`src/rtl/mcct_map.vh`:
```
// Register offsets, field positions and reset values of the match/capture counter timer
`ifndef MCCT_MAP_VH
`define MCCT_MAP_VH
`define MCCT_OFF_CTRL    8'h00
`define MCCT_OFF_COUNT   8'h04
`define MCCT_OFF_PRESC   8'h08
`define MCCT_OFF_PCNT    8'h0C
`define MCCT_OFF_MCTRL   8'h10
`define MCCT_OFF_MATCH0  8'h14
`define MCCT_OFF_MATCH1  8'h18
`define MCCT_OFF_MATCH2  8'h1C
`define MCCT_OFF_MATCH3  8'h20
`define MCCT_OFF_CCTRL   8'h24
`define MCCT_OFF_CAP0    8'h28
`define MCCT_OFF_CAP1    8'h2C
`define MCCT_OFF_EVENT   8'h30
`define MCCT_OFF_OUTCFG  8'h34
`define MCCT_CTRL_EN     0
`define MCCT_CTRL_RST    1
`define MCCT_CTRL_CNTM   2
`define MCCT_CTRL_CSEL   3
`define MCCT_CTRL_CEDGE  4
`define MCCT_CTRL_CLRCAP 5
`define MCCT_CTRL_CLRCH  6
`define MCCT_CTRL_CLREDG 7
`define MCCT_CTRL_RESET  32'h0000_0000
`define MCCT_RESP_OKAY   2'b00
`define MCCT_RESP_SLVERR 2'b10
`endif

```
`src/rtl/mcct_sync.v`:
```
// Three-stage input synchroniser with agreement-based change detection
module mcct_sync (
  // Clock and reset
  input  wire clk,
  input  wire rst,
  input  wire ce,
  // Asynchronous pin and its settled level
  input  wire din,
  output reg  level_r,
  output wire rise,
  output wire fall
);
  reg s1_r; // First stage, read only by s2_r
  reg s2_r; // Second stage
  reg s3_r; // Third stage

  // Shift pin through three stages; level moves once stages two and three agree
  always @(posedge clk or posedge rst) begin
    if (rst) begin
      s1_r    <= 1'b0;
      s2_r    <= 1'b0;
      s3_r    <= 1'b0;
      level_r <= 1'b0;
    end else if (ce) begin
      s1_r <= din;
      s2_r <= s1_r;
      s3_r <= s2_r;
      if (s2_r == s3_r) begin
        level_r <= s3_r;
      end
    end
  end

  // Edges of the settled level, one-cycle pulses
  assign rise = ce & (s2_r == s3_r) & s3_r & ~level_r;
  assign fall = ce & (s2_r == s3_r) & ~s3_r & level_r;
endmodule // mcct_sync

```
`src/rtl/mcct_core.v`:
```
// Counting core: prescaler and counter with enable, load and clear inputs
module mcct_core #(
  parameter W = 32
) (
  // Clock and reset
  input  wire         clk,
  input  wire         rst,
  input  wire         ce,
  // Controls
  input  wire         run,
  input  wire         sw_clr,
  input  wire         evt_clr,
  input  wire         tick_src,
  input  wire [W-1:0] presc,
  input  wire         cnt_set,
  input  wire [W-1:0] cnt_val,
  // State
  output reg  [W-1:0] pcnt_r,
  output reg  [W-1:0] count_r
);
  wire wrap = (pcnt_r >= presc); // Prescaler completes its programmed count

  // Prescaler then counter; clears win over counting
  always @(posedge clk or posedge rst) begin
    if (rst) begin
      pcnt_r  <= {W{1'b0}};
      count_r <= {W{1'b0}};
    end else if (ce) begin
      if (sw_clr || evt_clr) begin
        pcnt_r  <= {W{1'b0}};
        count_r <= {W{1'b0}};
      end else if (cnt_set) begin
        count_r <= cnt_val;
        pcnt_r  <= {W{1'b0}};
      end else if (run && tick_src) begin
        if (wrap) begin
          pcnt_r  <= {W{1'b0}};
          count_r <= count_r + {{(W-1){1'b0}}, 1'b1};
        end else begin
          pcnt_r <= pcnt_r + {{(W-1){1'b0}}, 1'b1};
        end
      end
    end
  end
endmodule // mcct_core

```
`src/rtl/mcct_timer.v`:
```
// Match/capture counter timer with AXI4-Lite register slave
//
// Design decisions made here: the register addresses and the AXI4-Lite register port.
`include "mcct_map.vh"
module mcct_timer #(
  parameter W = 32
) (
  // Clock, enable and reset
  input  wire          clk,
  input  wire          rst,
  input  wire          ce,
  // AXI4-Lite write address and data
  input  wire [7:0]    s_axi_awaddr,
  input  wire          s_axi_awvalid,
  output wire          s_axi_awready,
  input  wire [31:0]   s_axi_wdata,
  input  wire [3:0]    s_axi_wstrb,
  input  wire          s_axi_wvalid,
  output wire          s_axi_wready,
  // AXI4-Lite write response
  output reg  [1:0]    s_axi_bresp,
  output reg           s_axi_bvalid,
  input  wire          s_axi_bready,
  // AXI4-Lite read
  input  wire [7:0]    s_axi_araddr,
  input  wire          s_axi_arvalid,
  output wire          s_axi_arready,
  output reg  [31:0]   s_axi_rdata,
  output reg  [1:0]    s_axi_rresp,
  output reg           s_axi_rvalid,
  input  wire          s_axi_rready,
  // Pins
  input  wire [1:0]    cap_in,
  output reg  [3:0]    match_out,
  // Event flags and converter triggers
  output wire          irq_flag,
  output wire [3:0]    adc_trig
);
  localparam [W-1:0] ONE = {{(W-1){1'b0}}, 1'b1};

  // Width a register value to the counter width
  function [W-1:0] lowbits;
    input [31:0] v;
    begin
      lowbits = v[W-1:0];
    end
  endfunction

  // Byte-lane merge of a write into an old word
  function [31:0] merge;
    input [31:0] old;
    input [31:0] nw;
    input [3:0]  st;
    integer i;
    begin
      merge = old;
      for (i = 0; i < 4; i = i + 1) begin
        if (st[i]) begin
          merge[i*8 +: 8] = nw[i*8 +: 8];
        end
      end
    end
  endfunction

  // Zero-extend a counter-width value to the bus
  function [31:0] ext;
    input [W-1:0] v;
    begin
      ext = 32'h0000_0000;
      ext[W-1:0] = v;
    end
  endfunction

  // Count equals a match value and was not already compared at this value
  function hit_now;
    input [W-1:0] c;
    input [W-1:0] m;
    input [W-1:0] p;
    input         seen;
    begin
      hit_now = (c == m) & ~(seen & (c == p));
    end
  endfunction

  // Software registers
  reg  [7:0]    ctrl_r;      // Enable, reset, mode and capture-clear config
  reg  [W-1:0]  presc_r;     // Prescale limit
  reg  [11:0]   mctrl_r;     // Per match: irq, clear, halt
  reg  [W-1:0]  match_r [0:3];
  reg  [5:0]    cctrl_r;     // Per capture: rise, fall, irq
  reg  [W-1:0]  cap_r [0:1]; // Captured counts
  reg  [5:0]    event_r;     // Sticky match[3:0] and capture[5:4] flags
  reg  [7:0]    outcfg_r;    // Two bits per match output
  // Bus state and match history
  reg           aw_full_r;
  reg  [7:0]    aw_addr_r;
  reg           w_full_r;
  reg  [31:0]   w_data_r;
  reg  [3:0]    w_strb_r;
  reg  [W-1:0]  match_prev_r; // Previous count, one compare per count value
  reg           match_seen_r;
  // Core outputs
  wire [W-1:0]  count;
  wire [W-1:0]  pcnt;
  // Synchronised pins
  wire [1:0]    cap_lvl;
  wire [1:0]    cap_rise;
  wire [1:0]    cap_fall;

  // Capture pins cross from outside through three flip-flops
  genvar g;
  generate
    for (g = 0; g < 2; g = g + 1) begin : g_sync
      mcct_sync u_sync (
        .clk     (clk),
        .rst     (rst),
        .ce      (ce),
        .din     (cap_in[g]),
        .level_r (cap_lvl[g]),
        .rise    (cap_rise[g]),
        .fall    (cap_fall[g])
      );
    end
  endgenerate

  // Capture events per channel on the selected transitions
  wire [1:0] cap_evt;
  assign cap_evt[0] = (cctrl_r[0] & cap_rise[0]) | (cctrl_r[1] & cap_fall[0]);
  assign cap_evt[1] = (cctrl_r[3] & cap_rise[1]) | (cctrl_r[4] & cap_fall[1]);

  // Counter mode counts the chosen edge of the chosen capture pin
  wire sel_pin   = ctrl_r[`MCCT_CTRL_CSEL];
  wire cnt_edge  = ctrl_r[`MCCT_CTRL_CEDGE] ? cap_fall[sel_pin] : cap_rise[sel_pin];
  wire tick_src  = ctrl_r[`MCCT_CTRL_CNTM] ? cnt_edge : 1'b1;

  // Capture-driven clear of counter and prescaler
  wire clr_ch    = ctrl_r[`MCCT_CTRL_CLRCH];
  wire clr_evt   = ctrl_r[`MCCT_CTRL_CLRCAP] &
                   (ctrl_r[`MCCT_CTRL_CLREDG] ? cap_fall[clr_ch] : cap_rise[clr_ch]);

  // Match detection once per new count value; one previous count serves all four
  wire [3:0] hit;
  assign hit[0] = hit_now(count, match_r[0], match_prev_r, match_seen_r);
  assign hit[1] = hit_now(count, match_r[1], match_prev_r, match_seen_r);
  assign hit[2] = hit_now(count, match_r[2], match_prev_r, match_seen_r);
  assign hit[3] = hit_now(count, match_r[3], match_prev_r, match_seen_r);
  // Hits count only while the timer runs and the clock is enabled
  wire [3:0] hit_ce = hit & {4{ce & ctrl_r[`MCCT_CTRL_EN]}};
  // Clear and halt requests of the matches that fired
  wire mclr  = |(hit_ce & {mctrl_r[10], mctrl_r[7], mctrl_r[4], mctrl_r[1]});
  wire mhalt = |(hit_ce & {mctrl_r[11], mctrl_r[8], mctrl_r[5], mctrl_r[2]});

  // Bus write decode
  wire        wr_go   = aw_full_r & w_full_r & ~s_axi_bvalid;
  wire        cnt_set = wr_go & (aw_addr_r == `MCCT_OFF_COUNT);
  wire [31:0] cnt_wv  = merge(ext(count), w_data_r, w_strb_r);
  // Limitation: a count write loses to a clear arriving in the same cycle

  // Merged write words, cut on purpose to the width of each narrow register
  wire [31:0] ctrl_wv  = merge({{24{1'b0}}, ctrl_r}, w_data_r, w_strb_r);
  wire [31:0] mctrl_wv = merge({{20{1'b0}}, mctrl_r}, w_data_r, w_strb_r);
  wire [31:0] cctrl_wv = merge({{26{1'b0}}, cctrl_r}, w_data_r, w_strb_r);

  // Counting core
  mcct_core #(
    .W (W)
  ) u_core (
    .clk      (clk),
    .rst      (rst),
    .ce       (ce),
    .run      (ctrl_r[`MCCT_CTRL_EN]),
    .sw_clr   (ctrl_r[`MCCT_CTRL_RST]),
    .evt_clr  (clr_evt | mclr),
    .tick_src (tick_src),
    .presc    (presc_r),
    .cnt_set  (cnt_set),
    .cnt_val  (lowbits(cnt_wv)),
    .pcnt_r   (pcnt),
    .count_r  (count)
  );

  // Remember last compared count so a held count matches only once
  always @(posedge clk or posedge rst) begin
    if (rst) begin
      match_prev_r <= {W{1'b0}};
      match_seen_r <= 1'b0;
    end else if (ce) begin
      match_prev_r <= count;
      match_seen_r <= ctrl_r[`MCCT_CTRL_EN];
    end
  end

  // Channel handshakes: accept each write half independently, one read at a time
  assign s_axi_awready = ~aw_full_r;
  assign s_axi_wready  = ~w_full_r;
  assign s_axi_arready = ~s_axi_rvalid;

  // Mapped write offsets
  wire wr_ok = (aw_addr_r[1:0] == 2'b00) && (aw_addr_r <= `MCCT_OFF_OUTCFG);

  // Write path, control registers, flags and match outputs
  integer k;
  always @(posedge clk or posedge rst) begin
    if (rst) begin
      aw_full_r    <= 1'b0;
      aw_addr_r    <= 8'h00;
      w_full_r     <= 1'b0;
      w_data_r     <= 32'h0000_0000;
      w_strb_r     <= 4'h0;
      s_axi_bvalid <= 1'b0;
      s_axi_bresp  <= `MCCT_RESP_OKAY;
      ctrl_r       <= 8'h00;
      presc_r      <= {W{1'b0}};
      mctrl_r      <= 12'h000;
      cctrl_r      <= 6'h00;
      outcfg_r     <= 8'h00;
      event_r      <= 6'h00;
      match_out    <= 4'h0;
      cap_r[0]     <= {W{1'b0}};
      cap_r[1]     <= {W{1'b0}};
      for (k = 0; k < 4; k = k + 1) begin
        match_r[k] <= {W{1'b0}};
      end
    end else if (ce) begin
      // Latch address and data halves
      if (s_axi_awvalid && !aw_full_r) begin
        aw_full_r <= 1'b1;
        aw_addr_r <= s_axi_awaddr;
      end
      if (s_axi_wvalid && !w_full_r) begin
        w_full_r <= 1'b1;
        w_data_r <= s_axi_wdata;
        w_strb_r <= s_axi_wstrb;
      end
      if (s_axi_bvalid && s_axi_bready) begin
        s_axi_bvalid <= 1'b0;
      end
      // Halt on match stops the enable bit
      if (mhalt) begin
        ctrl_r[`MCCT_CTRL_EN] <= 1'b0;
      end
      // Register write; halt applied first so a write can restart
      if (wr_go) begin
        aw_full_r    <= 1'b0;
        w_full_r     <= 1'b0;
        s_axi_bvalid <= 1'b1;
        s_axi_bresp  <= wr_ok ? `MCCT_RESP_OKAY : `MCCT_RESP_SLVERR;
        case (aw_addr_r)
          `MCCT_OFF_CTRL: begin
            ctrl_r <= ctrl_wv[7:0];
          end
          `MCCT_OFF_PRESC:  presc_r  <= lowbits(merge(ext(presc_r), w_data_r, w_strb_r));
          `MCCT_OFF_MCTRL:  mctrl_r  <= mctrl_wv[11:0];
          `MCCT_OFF_MATCH0: match_r[0] <= lowbits(merge(ext(match_r[0]), w_data_r, w_strb_r));
          `MCCT_OFF_MATCH1: match_r[1] <= lowbits(merge(ext(match_r[1]), w_data_r, w_strb_r));
          `MCCT_OFF_MATCH2: match_r[2] <= lowbits(merge(ext(match_r[2]), w_data_r, w_strb_r));
          `MCCT_OFF_MATCH3: match_r[3] <= lowbits(merge(ext(match_r[3]), w_data_r, w_strb_r));
          `MCCT_OFF_CCTRL:  cctrl_r  <= cctrl_wv[5:0];
          `MCCT_OFF_OUTCFG: outcfg_r <= w_strb_r[0] ? w_data_r[7:0] : outcfg_r;
          default: begin
            // Count, event, read-only or unmapped: no store here
          end
        endcase
      end
      // Event flags: write-one-to-clear, a new event wins over the clear
      event_r <= (event_r & ~((wr_go && aw_addr_r == `MCCT_OFF_EVENT && w_strb_r[0]) ?
                 w_data_r[5:0] : 6'h00))
                 | {cap_evt[1] & cctrl_r[5], cap_evt[0] & cctrl_r[2],
                    hit_ce[3] & mctrl_r[9], hit_ce[2] & mctrl_r[6],
                    hit_ce[1] & mctrl_r[3], hit_ce[0] & mctrl_r[0]};
      // Capture latches
      for (k = 0; k < 2; k = k + 1) begin
        if (cap_evt[k]) begin
          cap_r[k] <= count;
        end
      end
      // Match output actions
      for (k = 0; k < 4; k = k + 1) begin
        if (hit_ce[k]) begin
          case (outcfg_r[k*2 +: 2])
            2'b01:   match_out[k] <= 1'b0;
            2'b10:   match_out[k] <= 1'b1;
            2'b11:   match_out[k] <= ~match_out[k];
            default: match_out[k] <= match_out[k];
          endcase
        end
      end
    end
  end

  // Read path: registered data, answered one cycle after address
  always @(posedge clk or posedge rst) begin
    if (rst) begin
      s_axi_rvalid <= 1'b0;
      s_axi_rdata  <= 32'h0000_0000;
      s_axi_rresp  <= `MCCT_RESP_OKAY;
    end else if (ce) begin
      if (s_axi_rvalid && s_axi_rready) begin
        s_axi_rvalid <= 1'b0;
      end
      if (s_axi_arvalid && !s_axi_rvalid) begin
        s_axi_rvalid <= 1'b1;
        s_axi_rresp  <= `MCCT_RESP_OKAY;
        case (s_axi_araddr)
          `MCCT_OFF_CTRL:   s_axi_rdata <= {24'h0, ctrl_r};
          `MCCT_OFF_COUNT:  s_axi_rdata <= ext(count);
          `MCCT_OFF_PRESC:  s_axi_rdata <= ext(presc_r);
          `MCCT_OFF_PCNT:   s_axi_rdata <= ext(pcnt);
          `MCCT_OFF_MCTRL:  s_axi_rdata <= {20'h0, mctrl_r};
          `MCCT_OFF_MATCH0: s_axi_rdata <= ext(match_r[0]);
          `MCCT_OFF_MATCH1: s_axi_rdata <= ext(match_r[1]);
          `MCCT_OFF_MATCH2: s_axi_rdata <= ext(match_r[2]);
          `MCCT_OFF_MATCH3: s_axi_rdata <= ext(match_r[3]);
          `MCCT_OFF_CCTRL:  s_axi_rdata <= {26'h0, cctrl_r};
          `MCCT_OFF_CAP0:   s_axi_rdata <= ext(cap_r[0]);
          `MCCT_OFF_CAP1:   s_axi_rdata <= ext(cap_r[1]);
          `MCCT_OFF_EVENT:  s_axi_rdata <= {26'h0, event_r};
          `MCCT_OFF_OUTCFG: s_axi_rdata <= {24'h0, outcfg_r};
          default: begin
            s_axi_rdata <= 32'h0000_0000;
            s_axi_rresp <= `MCCT_RESP_SLVERR;
          end
        endcase
      end
    end
  end

  // Any sticky event raises the flag; 16-bit instances feed converter triggers
  assign irq_flag = |event_r;
  assign adc_trig = (W == 16) ? match_out : 4'h0;
  // Settled pin levels are not needed here; only their edges are used
  wire unused_ok = &{1'b0, cap_lvl, ONE[0]};
endmodule // mcct_timer

```
`config.mk`:
```
export PLATFORM = sky130hd
export DESIGN_NAME = mcct_timer
export DESIGN_NICKNAME = d
export VERILOG_FILES = /design/src/rtl/mcct_sync.v /design/src/rtl/mcct_core.v /design/src/rtl/mcct_timer.v
export VERILOG_INCLUDE_DIRS = /design/src /design/src/rtl
export SDC_FILE = /design/constraint.sdc
export NUM_CORES = 1
export LEC_CHECK = 0
export BUFFER_PORTS_ARGS = -buffer_cell sky130_fd_sc_hd__buf_4
export CAP_MARGIN = 10
export CORE_ASPECT_RATIO = 1.4
export CORE_MARGIN = 2
export CORE_UTILIZATION = 50
export CTS_CLUSTER_SIZE = 14
export DETAILED_ROUTE_END_ITERATION = 10
export GPL_ROUTABILITY_DRIVEN = 0
export HOLD_SLACK_MARGIN = 0.02
export PLACE_DENSITY_LB_ADDON = 0.05
export SETUP_SLACK_MARGIN = 0.02
export SLEW_MARGIN = 10
export SYNTH_ARGS = -nofsm -noshare
export SYNTH_HDL_FRONTEND = slang
export SYNTH_HIERARCHICAL = 1
export SYNTH_SLANG_ARGS = --single-unit
```
`constraint.sdc`:
```
create_clock -name clk -period 16.06 [get_ports clk]
set_clock_uncertainty 0.15 [all_clocks]
set_input_delay 0.803 -clock clk [delete_from_list [all_inputs] [get_ports clk]]
set_output_delay 0.803 -clock clk [all_outputs]
set_load 0.01 [all_outputs]
```
==> results.txt, run 1 <==
share of layout cells above drive strength 1 = 29.05%
total power = 3.320 mW
post-synth top area share = 47.38%
Wirelength per Cell = 30.50 um
crit path DAT = 5.59 ns
cell family with most CP delay = simple AND/OR/NAND/NOR gates
Yosys reg bits = 455
final hold viol count = 0
ANT nets after route = 0
Worst Max-Slew Pin Slew = 1.277 ns
total track usage = 34.51%
fmax = 191.2 MHz
final hold slack = 0.2635 ns
Die Y-Extent = 263.4 um
critical path startpoint category = flip-flop
ys async rst share = 100.0%
Max Cap Viol = 0
Setup TNS Final = 0 ns
Final setup viols = 0
setup ws final = 10.83 ns
drt total wl = 86200 um
FP Rows = 95
Port-buffer cells = 105
Buf/Inv on CP = 2
post-cts resize count = 0
crit-path cells = xnor2_1 -> nand4_1 -> nor4_1 -> nand3_1 -> nand4_1 -> a22o_1 -> nor3_2 -> buf_4 -> o211ai_1 -> a21oi_1 -> a31oi_1 -> a31o_2 -> buf_4 -> nand2_1 -> o21ai_0
slowest CP cell = buf_4
vias in the first global route = 18270
peak supply drop = 0.09364 mV
ant diodes = 0
number of nets in the layout = 2253
Pleak = 11.97 nW
die span in x = 189.3 um
CP Class = reg2reg
Post-synth EDFFs = 0
global-route wire length before repair = 126300 um
initial drt markers = 2203
CP Data Required Time = 16.42 ns
pre-CTS setup slack = 10.99 ns
Synth Flop Type = dfrtp_1
Seq/Total Area, Yosys = 47.38%
Reg clk slew, reported paths = 0.06 ns
Mapped Area = 24030 sq um
I/O pin cnt = 112
yosys warns = 6
final worst path period need = 5.231 ns
Post-route DRC = 0
vias per cell = 6.597
clk buf depth = 3
max-slew violations = 0
initial antenna violation count = 3
crit end category = flip-flop
htree depth = 2
Cells after Synth = 2109
Worst-Skew Late Latency = 0.62 ns
Post-DP Area = 25220 sq um
worst stage delay on the critical path = 0.63 ns
via count = 18640
Synth cell types = 79
Initial Utilization = 50.29%
GR Overflow Total = 0
Mean Syn Cell Area = 11.39 sq um
largest net degree at the start of global routing = 129
drt pass-1 iters = 9
area delta synth->final = 12.34%
TritonCTS clock tree = yes
area of the die = 49860 sq um
final instance area = 27000 sq um
clk sinks = 455
top cells by area, synth = dfrtp_1, mux2_2, xnor2_1
Max Fanout on Critical Path = 66
Synth top cells by count = dfrtp_1, mux2_2, xnor2_1
Num CTS Buffers = 47
Slew HR = 14.11%
Core ar. = 47780 sq um
CTS Root Cell = clkbuf_16
worst hold path class = in2reg
cell with the most instances after synthesis = dfrtp_1
total power per unit cell area = 123.0 nW/um^2
post-synth top area cell = dfrtp_1
Final Cycle Share = 32.57%
status = complete, no violations
Post-DP HPWL = 61340 um
RSZ-0062 raised after global routing = false
-- layer usage --
| layer | share of wire [%] | routed length [um] | track usage, % | vias to the layer above |
|---|---|---|---|---|
| li1 | - | - | - | 7864 |
| met3 | 8.9 | 7674 | 7.106 | 248 |
| met4 | 5.3 | 4535 | 16.05 | 2 |
| met2 | 46 | 39700 | 53.94 | 1044 |
| met1 | 40 | 34270 | 46.12 | 9486 |
| met5 | 0.016 | 14 | 0 | - |
-- final timing paths --
check	slack, ns	cells after the start	end	start
worst max-delay path	10.83	15	u_core/count_r[28]	u_core/count_r[12]
worst min-delay path	0.26	2	w_data_r[7]	s_axi_wdata[7]
worst max register to register	10.83	15	u_core/count_r[28]	u_core/count_r[12]
worst min register to register	0.33	2	s_axi_rdata[28]	s_axi_rdata[28]
max in group asynchronous	12.67	5	s_axi_rdata[22]	rst
min in group asynchronous	0.53	3	g_sync[1].u_sync/s1_r	rst
-- timing repair --
item / 4_1_cts / 5_1_grt
endpoints found under the hold margin: 8 / 0
hold buffers: 1 / 0
buffers inserted: 0 / 0
-- where the power goes --
group | leakage, nW | internal, mW | switching, mW
Clock | 0.873 | 0.771 | 0.488
Combinational | 5.06 | 0.246 | 0.269
Sequential | 6.04 | 1.27 | 0.279
Total | 12.0 | 2.28 | 1.04
-- logic make-up (layout without fill, tap and decap cells) --
logic type,after synthesis,after routing,synth area share [%]
mux,376,376,17.69
compound gates,351,351,10.51
simple gates,514,514,12.16
flops,455,455,47.38
xor+xnor,188,188,6.852
other cells,1,6,0.01560
fa+ha+maj,34,34,1.770
buf+inv,190,272,3.629
-- metrics by stage --
step,cells,util (%)
global placement,2737,52.78
detailed placement,2737,52.78
CTS,2826,56.50
global route,2826,56.50
finish,2826,56.50
floorplan,2114,-
-- state kept, by name, indices dropped and copies added (netlist names), 2 cells and up --
| name | cells |
|---|---|
| aw_addr_r | 8 |
| presc_r | 32 |
| s_axi_rdata | 32 |
| event_r | 6 |
| u_core/count_r | 32 |
| g_sync.u_sync/s1_r | 2 |
| match_prev_r | 32 |
| g_sync.u_sync/s3_r | 2 |
| w_data_r | 32 |
| outcfg_r | 8 |
| match_r | 128 |
| u_core/pcnt_r | 32 |
| match_out | 4 |
| ctrl_r | 8 |
| g_sync.u_sync/level_r | 2 |
| mctrl_r | 12 |
| cap_r | 64 |
| g_sync.u_sync/s2_r | 2 |
| cctrl_r | 6 |
| w_strb_r | 4 |
-- layout make-up --
type / count / area, sq um
repair buffers: 134 / 1008
clock inverters: 23 / 404.1
inverters: 50 / 195.2
fillers: 4185 / 20780
well taps: 630 / 788.3
clock buffers: 65 / 1364
multi-input cells: 1469 / 11850
flip-flops and latches: 455 / 11390
-- layout by cell type (no fill, tap or decap), types with 9 or more instances in the layout --
cell type | netlist | final
buf_4 | 19 | 133
nand3_1 | 63 | 62
a222oi_1 | 42 | 42
a31oi_1 | 17 | 16
mux2_2 | 366 | 366
bufinv_16 | 0 | 11
nor4_1 | 18 | 18
o21ai_0 | 42 | 42
and3_1 | 16 | 16
nand2_1 | 139 | 139
xnor2_1 | 165 | 165
clkbuf_16 | 0 | 47
ha_1 | 34 | 34
nor3_1 | 19 | 19
a41oi_1 | 9 | 9
nand4_1 | 77 | 77
clkbuf_8 | 0 | 12
a22oi_1 | 68 | 68
xor2_1 | 23 | 23
o21ai_1 | 25 | 25
nor2_1 | 77 | 75
dfrtp_1 | 455 | 455
a22o_1 | 45 | 45
a21oi_1 | 52 | 52
inv_1 | 50 | 48
and2_1 | 19 | 19
Note: power is estimated with default switching activity, not from simulation.
==> run 2, diff against run 1 <==
- clock period: 16.06 -> 5 ns (I/O delays scaled with it)
==> run 2 against run 1 <==
Effect of this change:
- final area is 2.0% higher
- sequential share of layout area is 0.83 points lower
- hold slack worse by 0.22 ns
- sequential power grew to 3.2 times the previous value
- register-to-register slack worse by 10 ns
- clock-buffer cell count is 4 higher
- final cell count is 2.6% higher
- fmax is 18% higher
- critical endpoint is now u_core/count_r[25]
- highest routed layer is now met4
==> results.txt, run 2 (synthesis gave the netlist of run 1 again) <==
status = complete, no violations
Post-route DRC = 0
Buf/Inv on CP = 0
pre-CTS setup slack = 0.7605 ns
r2r setup slk = 0.57 ns
peak supply drop = 0.3552 mV
WHS Path Cells = 4
Wirelength per Cell = 29.28 um
Die Y-Extent = 263.4 um
GR Overflow Total = 0
total power per unit cell area = 374.5 nW/um^2
initial drt markers = 1852
largest net degree at the start of global routing = 168
area of the multi-input gates = 11850 sq um
post-cts resize count = 0
I/O pin cnt = 112
Final Util = 57.63%
Pleak = 12.22 nW
clk sinks = 455
CP Depth = 12
die span in x = 189.3 um
vias per cell = 6.501
Regs by FF count = match_r (128), cap_r (64)
share of layout cells above drive strength 1 = 28.79%
worst stage delay on the critical path = 0.56 ns
largest register by flop count = match_r
setup ws final = 0.5683 ns
clk buf depth = 3
Max Cap Viol = 0
critical path startpoint category = flip-flop
Initial Utilization = 50.29%
Worst Max-Slew Pin Slew = 1.162 ns
most frequent cells in the layout = dfrtp_1, mux2_2, xnor2_1
slowest CP cell = dfrtp_1
CP Data Required Time = 5.35 ns
leading cell type in the layout, fill and taps excluded = dfrtp_1
area of the die = 49860 sq um
Final Cycle Share = 88.63%
crit-path cells = xnor2_1 -> nand4_1 -> nor4_1 -> nand3_1 -> nand4_1 -> a22o_1 -> a2111o_1 -> nand2_1 -> a31oi_1 -> a31o_2 -> nand2_1 -> o22ai_1
initial antenna violation count = 1
cell family with most CP delay = simple AND/OR/NAND/NOR gates
final hold viol count = 0
FP Rows = 95
final worst path period need = 4.432 ns
ANT nets after route = 0
Num CTS Buffers = 46
final instance area = 27540 sq um
vias in the first global route = 18440
register area = 11390 sq um
Setup TNS Final = 0 ns
Post-DP Area = 25440 sq um
via count = 18850
fmax = 225.6 MHz
Layout Cells excl Fill = 2899
area delta synth->final = 14.59%
Worst-Skew Late Latency = 0.60 ns
Core ar. = 47780 sq um
worst hold path class = in2reg
Post-DP HPWL = 60170 um
final hold slack = 0.04142 ns
total power = 10.31 mW
Max Fanout on Critical Path = 22
max-slew violations = 0
htree depth = 2
number of nets in the layout = 2332
drt pass-1 iters = 6
total track usage = 33.91%
crit path DAT = 4.78 ns
drt total wl = 84900 um
Fillers = 4099
R2R depth = 12
dpl cells = 2762
Port-buffer cells = 105
Reg clk slew, reported paths = 0.06 ns
crit end category = flip-flop
CP Class = reg2reg
Slew HR = 22.55%
global-route wire length before repair = 124500 um
TritonCTS clock tree = yes
number of setup buffers added after CTS = 0
RSZ-0062 raised after global routing = false
CTS Root Cell = clkbuf_16
max reg flops = 128
Final setup viols = 0
==> run 2: changes by cell type in the layout (fill, tap and decap cells not counted), sizes merged <==
cell         delta
clkbuf          +4
inv             -3
dlygate4sd3    +55
bufinv          -8
clkinv          -1
diode           +1
buf            +25
==> run 2: cell type report <==
type | instances | area share (%)
Timing Repair Buffer | 214 | 6.479
Tap cell | 630 | 2.862
Antenna cell | 1 | 0.009087
Multi-Input combinational cell | 1469 | 43.04
Clock buffer | 69 | 5.080
Inverter | 50 | 0.6952
Sequential cell | 455 | 41.35
Clock inverter | 11 | 0.4862
==> run 2: path summary, 6_finish.rpt <==
check,start,endpoint
worst max register to register,u_core/count_r[4],u_core/count_r[25]
min in group asynchronous,rst,presc_r[7]
worst min-delay path,s_axi_arvalid,s_axi_rvalid
worst max-delay path,u_core/count_r[4],u_core/count_r[25]
worst min register to register,s_axi_rdata[7],s_axi_rdata[7]
max in group asynchronous,rst,w_strb_r[0]
==> run 2: tightest hold or removal path: stages <==
cell and delay [ns]:
buf_4 0.08, nand3_1 0.06, buf_4 0.24, nand2_1 0.09
==> run 2: power breakdown <==
group	leakage (nW)	internal [mW]	switching, mW
clock	0.764	2.08	1.51
sequential	6.04	4.07	0.938
combinational	5.41	0.850	0.866
==> run 2: metal layers <==
layer | GRT usage, % | routed length, um | vias to the layer above | part of all wire [%]
met4 | 18.31 | 5262 | 0 | 6.2
li1 | - | - | 8043 | -
met1 | 45.41 | 34060 | 9618 | 40
met5 | 0 | 0 | - | 0
met3 | 5.506 | 6574 | 232 | 7.7
met2 | 52.81 | 39000 | 954 | 46
==> run 2: what timing repair did <==
action                                 4_1_cts  5_1_grt
hold buffers                                56        0
endpoints found under the hold margin      114        0
setup endpoints to repair                    0        0
==> run 3, diff against run 2 <==
- CORE_ASPECT_RATIO: 1.4 -> 1.25
- SETUP_SLACK_MARGIN: 0.02 -> not set
- clock period: 5 -> 4.7 ns (I/O delays scaled with it)
==> run 3 against run 2 <==
Effect of this change:
- register-to-register slack got worse by 0.37 ns
- sequential power rose by 4.8%
- clock-buffer cell count rose by 12
- hold slack improved by 0.039 ns
- critical path type unchanged
- highest routed layer is now met5
==> results.txt, run 3 (synthesis gave the netlist of run 1 again) <==
max reg flops = 128
Fillers = 4026
WHS Path Cells = 5
CP Data Required Time = 5.04 ns
Psw = 3.628 mW
area delta synth->final = 15.90%
number of setup buffers added after CTS = 0
met3 Use GR = 6.160%
leading cell type in the layout, fill and taps excluded = dfrtp_1
GR Layer Usage met2 = 52.67%
status = complete, no violations
setup ws final = 0.2022 ns
critical path startpoint category = flip-flop
Final setup viols = 0
area of the die = 49840 sq um
max-slew violations = 0
ANT nets after route = 0
CTS Root Cell = clkbuf_16
Regs by FF count = match_r (128), cap_r (64)
clk buf depth = 3
final worst path period need = 4.498 ns
worst hold path class = in2reg
FP Rows = 89
largest register by flop count = match_r
GR Overflow Total = 0
most frequent cells in the layout = dfrtp_1, mux2_2, buf_4
vias in the first global route = 18870
crit end category = flip-flop
drt total wl = 85570 um
final hold slack = 0.08060 ns
pre-CTS setup slack = 0.1235 ns
Die Y-Extent = 249.1 um
crit path DAT = 4.84 ns
I/O pin cnt = 112
initial antenna violation count = 2
final instance area = 27850 sq um
Most Crowded Layer GR = met2
Seq pwr share = 46.8%
ant diodes = 0
Post-DP Area = 25650 sq um
Internal = 7.568 mW
Post-DP HPWL = 61290 um
Initial Utilization = 50.78%
Worst Max-Slew Pin Slew = 1.346 ns
Slew HR = 9.458%
global-route wire length before repair = 126900 um
htree depth = 2
largest net degree at the start of global routing = 105
Global Route met1 Usage = 48.71%
peak supply drop = 0.4092 mV
Max Fanout on Critical Path = 12
Core ar. = 47330 sq um
die span in x = 200.1 um
total power per unit cell area = 402.0 nW/um^2
Num CTS Buffers = 49
Final Cycle Share = 95.70%
Clock power frac = 35.4%
final hold viol count = 0
Switching Share = 32.40%
drt pass-1 iters = 8
TritonCTS clock tree = yes
total track usage = 34.87%
share of layout cells above drive strength 1 = 29.55%
Reg clk slew, reported paths = 0.06 ns
via count = 18880
Max Cap Viol = 0
Port-buffer cells = 105
fmax = 222.3 MHz
number of nets in the layout = 2357
Post-route DRC = 0
R2R depth = 14
Pleak = 12.38 nW
CP Class = reg2reg
clk sinks = 455
Wirelength per Cell = 29.16 um
initial drt markers = 2073
total power = 11.20 mW
vias per cell = 6.431
Worst-Skew Late Latency = 0.61 ns
Combinational Power Share = 17.8%
run 3: layout make-up:
| cell class | count | area, sq um | area share (%) |
|---|---|---|---|
| Clock buffer | 81 | 1559 | 5.597 |
| Sequential cell | 455 | 11390 | 40.88 |
| Multi-Input combinational cell | 1469 | 11860 | 42.58 |
| Clock inverter | 7 | 70.07 | 0.2516 |
| Tap cell | 637 | 797.0 | 2.862 |
| Inverter | 50 | 191.4 | 0.6873 |
| Timing Repair Buffer | 236 | 1989 | 7.143 |
run 3: final timing paths:
kind	start	to	slack [ns]
max	u_core/count_r[12]	u_core/pcnt_r[17]	0.20
min	s_axi_arvalid	s_axi_rdata[3]	0.08
max reg2reg	u_core/count_r[12]	u_core/pcnt_r[17]	0.20
min reg2reg	s_axi_rdata[22]	s_axi_rdata[22]	0.32
max in group asynchronous	rst	w_data_r[11]	2.97
min in group asynchronous	rst	u_core/pcnt_r[2]	0.20
run 3: routing by layer:
layer,up-vias,wire [um]
met1,9636,35200
met3,208,7504
li1,8072,-
met4,2,4300
met5,-,13
met2,958,38550
run 3: through the flow:
step / utilization [%] / cells / setup TNS, ns
after global routing: 58.85 / 2935 / -0.003879
after detailed placement: 54.19 / 2790 / 0
final: 58.85 / 2935 / 0
after floorplan: - / 2114 / -319.03
after global placement: 54.19 / 2790 / 0
after CTS: 58.84 / 2935 / 0
run 3: worst max-delay path, stage by stage, from the launching register on:
cell and delay [ns]:
dfrtp_1 0.62, buf_4 0.27, xnor2_1 0.38, nand4_1 0.33
nor4_2 0.51, nand3_1 0.13, nand4_1 0.13, a22o_1 0.25
a2111o_1 0.16, nand2_1 0.20, or3_4 0.50, nor2_1 0.37
nand3_1 0.15, xor2_1 0.16, nor2_1 0.05
run 3: repair_timing:
action,in CTS,in global routing
endpoints found under the hold margin,122,0
gates resized for setup,0,2
endpoints found under the setup margin,0,25
hold buffers,57,0
run 3: power groups by stage:
stage | Sequential (mW) | Combinational (mW) | Clock (mW)
2_1_floorplan | 4.74 | 1.40 | 0
3_3_place_gp | 5.27 | 1.90 | 0
4_1_cts | 5.20 | 1.97 | 4.00
3_5_place_dp | 5.27 | 1.92 | 0
6_report | 5.24 | 2.00 | 3.96
5_1_grt | 5.28 | 2.12 | 4.16
